File: src/rtl/usb_command_watchdog_map.vh
// constants for the usb command watchdog
`ifndef USB_COMMAND_WATCHDOG_MAP_VH
`define USB_COMMAND_WATCHDOG_MAP_VH
`define CMD_SYNC_BYTE 8'hF8
`define CMD_WORD_COUNT 8'h05
`define CMD_EXT_CODE 8'h09
`define POS_HEADER_SUM 0
`define POS_SYNC 1
`define POS_WORDS 2
`define POS_EXT 3
`define POS_BODY_LO 4
`define POS_BODY_HI 5
`define POS_UPDATE_SELECT 6
`define POS_OPTIONS 7
`define POS_LIMIT_LO 8
`define POS_LIMIT_HI 9
`define POS_LINE_CFG 10
`define CMD_LENGTH 16
`define BIT_UPDATE_WRITE 0
`define BIT_OPT_RESET 5
`define BIT_OPT_LINE 4
`define BIT_LINE_LEVEL 7
`define LINE_INDEX_MSB 4
`define LINE_INDEX_MAX 5'h13
`define LINE_COUNT 20
`define TICK_PERIOD_NS 1000000000
`define CLK_PERIOD_NS 100
`define ERR_NONE 8'h00
`define ERR_BAD_LINE 8'h01
`define SETTINGS_RESET 32'h0000_0000
`endif

File: src/rtl/second_tick.v
// prescaler giving one pulse per tick period
`include "usb_command_watchdog_map.vh"
`timescale 1ns/1ps
module second_tick #(
  parameter integer DIVIDE = `TICK_PERIOD_NS / `CLK_PERIOD_NS
) (
  input wire ref_clk,
  input wire srst,
  input wire clear,
  output reg tick
);
  reg [31:0] count_reg;
  always @(posedge ref_clk)
  begin
    if (srst || clear)
    begin
      count_reg <= 32'h0000_0000;
      tick <= 1'b0;
    end
    else if (count_reg == DIVIDE - 1)
    begin
      count_reg <= 32'h0000_0000;
      tick <= 1'b1;
    end
    else
    begin
      count_reg <= count_reg + 32'h0000_0001;
      tick <= 1'b0;
    end
  end
endmodule // second_tick

File: src/rtl/usb_command_watchdog.v
// usb command watchdog: command parser, settings store and expiry actions
// Operation
// - command and reply header F8 05 09
// - counter runs only with nonzero options
// - any host transfer clears counter
// - outgoing stream packets never clear counter
// - reaching limit fires selected actions
// - counter advances about once per second
// - bit5 resets device, bit4 drives line
// - line config: level bit7, index 0-19
// - settings kept in flash, rewrite per write
// - restore jumper at power-up zeroes settings
`include "usb_command_watchdog_map.vh"
`timescale 1ns/1ps
module usb_command_watchdog #(
  parameter integer TICK_DIVIDE = `TICK_PERIOD_NS / `CLK_PERIOD_NS
) (
  input wire ref_clk,
  input wire srst,
  input wire hostTransfer,
  input wire streamPacketOut,
  input wire cmdValid,
  input wire [7:0] cmdByte,
  input wire cmdLast,
  output reg replyValid,
  output reg [7:0] replyByte,
  output reg replyLast,
  input wire restoreJumper,
  output reg [31:0] flashData,
  output reg flashWrite,
  input wire flashDone,
  input wire [31:0] flashStored,
  output reg deviceReset,
  output reg [`LINE_COUNT-1:0] lineDrive,
  output reg [`LINE_COUNT-1:0] lineLevel,
  output wire [15:0] wdCount,
  output wire wdRunning
);
  localparam [2:0] ST_LOAD = 3'h0;
  localparam [2:0] ST_IDLE = 3'h1;
  localparam [2:0] ST_FLASH = 3'h2;
  localparam [2:0] ST_REPLY = 3'h3;
  localparam [2:0] ST_ERASE = 3'h4;

  reg [2:0] state_reg;
  reg [7:0] options_reg;
  reg [15:0] limit_reg;
  reg [7:0] lineCfg_reg;
  reg [15:0] count_reg;
  reg [7:0] buf_reg [0:`CMD_LENGTH-1];
  reg [4:0] idx_reg;
  reg [7:0] err_reg;
  reg hostSync1_reg;
  reg hostSync2_reg;
  reg hostSync3_reg;
  reg jumpSync1_reg;
  reg jumpSync2_reg;
  reg [15:0] headSum;
  reg [15:0] bodySum;
  wire tick;
  wire hostPulse;
  wire headerOk;
  wire doWrite;
  wire [15:0] replyTotal;
  integer i;
  integer k;

  function [7:0] fold8;
    input [15:0] s;
    reg [8:0] t;
    begin
      t = {1'b0, s[7:0]} + {1'b0, s[15:8]};
      fold8 = t[7:0] + {7'h00, t[8]};
    end
  endfunction

  // host pulse resynchronised, then edge detected on the second stage
  always @(posedge ref_clk)
  begin
    hostSync1_reg <= hostTransfer;
    hostSync2_reg <= hostSync1_reg;
    hostSync3_reg <= hostSync2_reg;
    jumpSync1_reg <= restoreJumper;
    jumpSync2_reg <= jumpSync1_reg;
  end
  // outgoing stream traffic is deliberately not observed here
  assign hostPulse = hostSync2_reg & ~hostSync3_reg;

  assign wdRunning = (options_reg != 8'h00);
  assign wdCount = count_reg;

  second_tick #(
    .DIVIDE(TICK_DIVIDE)
  ) u_tick (
    .ref_clk(ref_clk),
    .srst(srst),
    .clear(hostPulse | ~wdRunning),
    .tick(tick)
  );

  always @(posedge ref_clk)
  begin
    if (srst || !wdRunning || hostPulse)
      count_reg <= 16'h0000;
    else if (tick && count_reg != limit_reg)
      count_reg <= count_reg + 16'h0001;
  end

  // expiry actions, one-shot on reaching the limit
  always @(posedge ref_clk)
  begin
    if (srst)
    begin
      deviceReset <= 1'b0;
      lineDrive <= {`LINE_COUNT{1'b0}};
      lineLevel <= {`LINE_COUNT{1'b0}};
    end
    else
    begin
      deviceReset <= 1'b0;
      if (wdRunning && tick && count_reg + 16'h0001 == limit_reg)
      begin
        deviceReset <= options_reg[`BIT_OPT_RESET];
        if (options_reg[`BIT_OPT_LINE] &&
            lineCfg_reg[`LINE_INDEX_MSB:0] <= `LINE_INDEX_MAX)
        begin
          lineDrive[lineCfg_reg[`LINE_INDEX_MSB:0]] <= 1'b1;
          lineLevel[lineCfg_reg[`LINE_INDEX_MSB:0]] <= lineCfg_reg[`BIT_LINE_LEVEL];
        end
      end
    end
  end

  // sums over the buffer in one process so every stored byte wakes it
  always @*
  begin
    headSum = 16'h0000;
    bodySum = 16'h0000;
    for (k = 1; k < `CMD_LENGTH; k = k + 1)
    begin
      if (k < `POS_UPDATE_SELECT)
        headSum = headSum + {8'h00, buf_reg[k]};
      else
        bodySum = bodySum + {8'h00, buf_reg[k]};
    end
  end

  assign headerOk = buf_reg[`POS_SYNC] == `CMD_SYNC_BYTE &&
    buf_reg[`POS_WORDS] == `CMD_WORD_COUNT && buf_reg[`POS_EXT] == `CMD_EXT_CODE &&
    buf_reg[`POS_HEADER_SUM] == fold8(headSum) &&
    {buf_reg[`POS_BODY_HI], buf_reg[`POS_BODY_LO]} == bodySum;
  assign replyTotal = {8'h00, err_reg} + {8'h00, options_reg} + {8'h00, limit_reg[7:0]} +
    {8'h00, limit_reg[15:8]} + {8'h00, lineCfg_reg};
  assign doWrite = buf_reg[`POS_UPDATE_SELECT][`BIT_UPDATE_WRITE];

  always @(posedge ref_clk)
  begin
    if (srst)
    begin
      state_reg <= ST_LOAD;
      options_reg <= 8'h00;
      limit_reg <= 16'h0000;
      lineCfg_reg <= 8'h00;
      idx_reg <= 5'h00;
      err_reg <= `ERR_NONE;
      flashData <= `SETTINGS_RESET;
      flashWrite <= 1'b0;
      replyValid <= 1'b0;
      replyByte <= 8'h00;
      replyLast <= 1'b0;
      for (i = 0; i < `CMD_LENGTH; i = i + 1)
        buf_reg[i] <= 8'h00;
    end
    else
    begin
      flashWrite <= 1'b0;
      replyValid <= 1'b0;
      replyLast <= 1'b0;
      case (state_reg)
        ST_LOAD:
        begin
          if (jumpSync2_reg)
          begin
            flashData <= `SETTINGS_RESET;
            flashWrite <= 1'b1;
            state_reg <= ST_ERASE;
          end
          else
          begin
            {lineCfg_reg, limit_reg, options_reg} <= flashStored;
            state_reg <= ST_IDLE;
          end
        end
        ST_ERASE:
          if (flashDone)
            state_reg <= ST_IDLE;
        ST_IDLE:
          if (cmdValid)
          begin
            if (idx_reg < `CMD_LENGTH)
            begin
              buf_reg[idx_reg[3:0]] <= cmdByte;
              idx_reg <= idx_reg + 5'h01;
            end
            if (cmdLast)
            begin
              idx_reg <= 5'h00;
              state_reg <= ST_FLASH;
            end
          end
        ST_FLASH:
        begin
          // decide, store and prepare the reply
          idx_reg <= 5'h00;
          err_reg <= `ERR_NONE;
          if (!headerOk)
          begin
            err_reg <= `ERR_BAD_LINE;
            state_reg <= ST_REPLY;
          end
          else if (doWrite)
          begin
            options_reg <= buf_reg[`POS_OPTIONS];
            limit_reg <= {buf_reg[`POS_LIMIT_HI], buf_reg[`POS_LIMIT_LO]};
            lineCfg_reg <= buf_reg[`POS_LINE_CFG];
            flashData <= {buf_reg[`POS_LINE_CFG], buf_reg[`POS_LIMIT_HI],
              buf_reg[`POS_LIMIT_LO], buf_reg[`POS_OPTIONS]};
            flashWrite <= 1'b1;
            state_reg <= ST_REPLY;
          end
          else
            state_reg <= ST_REPLY;
        end
        ST_REPLY:
        begin
          replyValid <= 1'b1;
          case (idx_reg)
            5'd0: replyByte <= fold8({8'h00, `CMD_SYNC_BYTE} + {8'h00, `CMD_WORD_COUNT} +
              {8'h00, `CMD_EXT_CODE} + {8'h00, replyTotal[7:0]} + {8'h00, replyTotal[15:8]});
            5'd1: replyByte <= `CMD_SYNC_BYTE;
            5'd2: replyByte <= `CMD_WORD_COUNT;
            5'd3: replyByte <= `CMD_EXT_CODE;
            5'd4: replyByte <= replyTotal[7:0];
            5'd5: replyByte <= replyTotal[15:8];
            5'd6: replyByte <= err_reg;
            5'd7: replyByte <= options_reg;
            5'd8: replyByte <= limit_reg[7:0];
            5'd9: replyByte <= limit_reg[15:8];
            5'd10: replyByte <= lineCfg_reg;
            default: replyByte <= 8'h00;
          endcase
          idx_reg <= idx_reg + 5'h01;
          if (idx_reg == `CMD_LENGTH - 1)
          begin
            replyLast <= 1'b1;
            idx_reg <= 5'h00;
            state_reg <= ST_IDLE;
          end
        end
        default:
          state_reg <= ST_IDLE;
      endcase
    end
  end

endmodule // usb_command_watchdog

File: config.mk
export PLATFORM = sky130hd
export DESIGN_NAME = usb_command_watchdog
export DESIGN_NICKNAME = d
export VERILOG_FILES = /design/src/rtl/second_tick.v /design/src/rtl/usb_command_watchdog.v
export VERILOG_INCLUDE_DIRS = /design/src /design/src/rtl
export SDC_FILE = /design/constraint.sdc
export NUM_CORES = 1
export LEC_CHECK = 0
export BUFFER_PORTS_ARGS = -buffer_cell sky130_fd_sc_hd__buf_2
export CAP_MARGIN = 20
export CORE_ASPECT_RATIO = 2
export CORE_UTILIZATION = 65
export DETAILED_ROUTE_END_ITERATION = 10
export PLACE_DENSITY = 0.86
export SLEW_MARGIN = 25
export SYNTH_ARGS = -nofsm -noshare
export SYNTH_HDL_FRONTEND = slang
export SYNTH_SLANG_ARGS = --single-unit
export TNS_END_PERCENT = 5
File: constraint.sdc
create_clock -name ref_clk -period 23.3 [get_ports ref_clk]
set_clock_uncertainty 0.2 [all_clocks]
set_input_delay 2.33 -clock ref_clk [delete_from_list [all_inputs] [get_ports ref_clk]]
set_output_delay 2.33 -clock ref_clk [all_outputs]
set_load 0.05 [all_outputs]
==> flow_metrics.tcl <==
set metrics [dict create \
    crit_buf_inv 4 \
    insertion_delay_ns 0.56 \
    overflow 0 \
    slowest_stage "nor3b_2" \
    wl_met2_mm 28.42 \
    die_y_um 238.4 \
    ff2ff_path_depth 32 \
    std_cell_rows 86 \
    initial_core_util_pct 65.94 \
    dp_hpwl_mm 40.89 \
    synth_fp_nets 2012 \
    worstHoldPathType "reg2reg" \
    final_cell_mix "inv_1 (206), dfxtp_1 (179), and2_1 (162)" \
    run_status "finished, final reports clean" \
    cp-start-kind "flip-flop" \
    first_global_vias 14720 \
    synth_compound_area_share_pct 12.01 \
    synth-edff-count 128 \
    worstSetupEndpointType "flip-flop" \
    rrSetupSlack_ns 13.80 \
    critical_path_arrival_ns 9.79 \
    async_flop_share_pct 0 \
    p_leak_nw 8.519 \
    synth.cell_area_mm2 0.01816 \
    worstMarginPinSlew_ns 1.032 \
    core_mm2 0.02755 \
    fin_tns_setup_ns 0 \
    dr.first_iter.drc_count 1145 \
    fin_crit_ns 9.498 \
    grt_first_pass_wirelength_mm 81.39 \
    routed_wl_mm 53.96 \
    yosys-mux-area-fraction_pct 1.763 \
    die_x_um 120.2 \
    maxCapViolCount 0 \
    finalHoldViolCount 0 \
    p_per_area_mw_per_mm2 91.58 \
    reg2reg_from "buf_reg[5][1]" \
    min_period_over_period_pct 40.76 \
    max_stage_delay_ns 0.75 \
    final_nets 2124 \
    gp_congestion 1.028 \
    n_fill_cell 2005 \
    antennaDiodeCount 0 \
    max-vdd-ir-drop_v 0.00008456 \
    holdPathStages 0 \
    r2r_end "flashData[14]" \
    fmaxAchievable_mhz 105.3 \
    clock_sinks 307 \
    worstSetupPathType "reg2reg" \
    cts_inserted_buffers 27 \
    clockBufferDepth 3 \
    ys_seq_elements 307 \
    postSynthAreaPerCell_um2 10.09 \
    grt_max_degree 69 \
    largest_reg_flops 128 \
    synth-simple-area-share_pct 17.50 \
    io_pins 149 \
    synth_top_family_by_area "simple AND/OR/NAND/NOR gates" \
    synth-main-ff-cell "dfxtp_1" \
    met1_length_mm 16.33 \
    port_buffers 147 \
    final_layout_size_suffix_gt1_share_pct 11.70 \
    final_common_cell "inv_1" \
    drcViolationCount 0 \
    area_growth_pct 10.42 \
    ys_types 80 \
    path_max_fanout 23 \
    vias_per_cell 6.275 \
    whs_endpoint "jumpSync2_reg" \
    yosys_warnings 0 \
    cts_htree_levels 1 \
    maxSlewHeadroom_pct 30.49 \
    cts_tree "done" \
    seq_area_frac_synth_pct 40.89 \
    slew_viol_final 0 \
    track_usage_pct 38.41 \
    ant_nets 0 \
    dr.max_layer_used "met4" \
    utilization_pct 72.81 \
    synth-xor-area-share_pct 6.151 \
    vias 14330 \
    path_clk_slew_ns 0.07 \
    dieArea_mm2 0.02866 \
    met3_length_mm 3.314 \
    drt-wirelength-per-cell_um 23.62 \
    cp_common_cell "fa_1" \
    worstPathRequired_ns 23.60 \
    ctsHoldBuffers 0 \
    rsz0062_at_grt "false" \
    cts_root_buf "clkbuf_16" \
    antenna_found_initial 0 \
    synth_fa_ha_area_share_pct 15.60 \
    cts_setup_buffers 0 \
    cts-resized-gates 0 \
    drtPass1Iterations 5 \
    path_delay_family "simple AND/OR/NAND/NOR gates" \
    hp-start "jumpSync1_reg" \
    synth_cells 1800 \
    setup_viol 0 \
]
-- worst reg2reg max path: cells and delay by family, from the launching register on --
kind                       cells  cell delay, ns
xor gates and xnor gates       2            0.48
AOI/OAI and AO/OA              5            0.93
adders and majority gates      8            3.29
buffers and inverters          4            0.69
and+or+nand+nor               13            3.43
DFF                            1            0.40
-- synth_stat cells (all sizes together) (26+ instances only) --
cell type	number	area, um2
mux2i	32	320.3
nor2	128	480.5
and2	162	1013
nor4	26	177.7
nand3	34	170.2
dfxtp	179	3583
xor2	54	480.5
nor3	31	155.2
xnor2	57	499.2
inv	206	773.2
a21oi	60	304.0
a221oi	30	262.8
edfxtp	128	3844
fa	104	2082
nand2	98	367.9
o21ai	47	235.2
a22o	34	297.8
clkbuf	68	255.2
ha	60	750.7
-- cells by family (layout without fill, tap and decap cells) --
| family | count (synthesis) | in the layout |
|---|---|---|
| mux | 32 | 32 |
| fa+ha+maj | 164 | 164 |
| compound gates | 300 | 300 |
| simple gates | 594 | 594 |
| xor+xnor | 117 | 117 |
| buf+inv | 286 | 418 |
| flops | 307 | 307 |
-- per-stage QoR --
| step | hold slack [ns] | cell area, um2 | setup slack (ns) | std cells | total power, mW |
|---|---|---|---|---|---|
| 6_report | 0.1297 | 20060 | 13.80 | 2284 | 1.837 |
| 4_1_cts | 0.1294 | 20050 | 13.91 | 2284 | 1.820 |
| 3_3_place_gp | 0.1134 | 19140 | 14.22 | 2235 | 1.334 |
| 3_5_place_dp | 0.1136 | 19160 | 13.94 | 2235 | 1.365 |
| 2_1_floorplan | 0.1096 | 18160 | 15.67 | 1800 | 1.179 |
| 5_1_grt | 0.1307 | 20060 | 13.35 | 2284 | 1.929 |
-- metal layers --
layer | up-vias | track usage, %
li1 | 6427 | -
met1 | 6926 | 35.45
met2 | 693 | 70.03
met3 | 286 | 6.047
met4 | 0 | 36.10
met5 | - | 0
-- worst max-delay path by stage --
| stage | slack (ns) | to | depth (start not counted) | start |
|---|---|---|---|---|
| floorplan | 15.67 | flashData[10] | 34 | buf_reg[5][1] |
| global placement | 14.22 | flashData[14] | 32 | buf_reg[5][1] |
| detailed placement | 13.94 | flashData[19] | 32 | buf_reg[5][1] |
| CTS | 13.91 | flashData[14] | 32 | buf_reg[5][1] |
| global route | 13.35 | flashData[19] | 32 | buf_reg[5][1] |
| finish | 13.80 | flashData[14] | 32 | buf_reg[5][1] |
-- layout make-up --
class / instances / area [um2] / area share, %
Timing Repair Buffer: 162 / 848.3 / 4.230
Inverter: 207 / 777.0 / 3.874
Tap cell: 352 / 440.4 / 2.196
Clock inverter: 19 / 201.4 / 1.004
Clock buffer: 30 / 686.9 / 3.425
Sequential cell: 307 / 7427 / 37.03
Multi-Input combinational cell: 1207 / 9676 / 48.24
-- report_power, final --
part	switching [mW]	total [mW]	internal (mW)
Combinational	0.453	0.774	0.321
Sequential	0.0252	0.601	0.575
Clock	0.213	0.463	0.249
Total	0.691	1.84	1.15
Power figures use the tool's default switching activity.
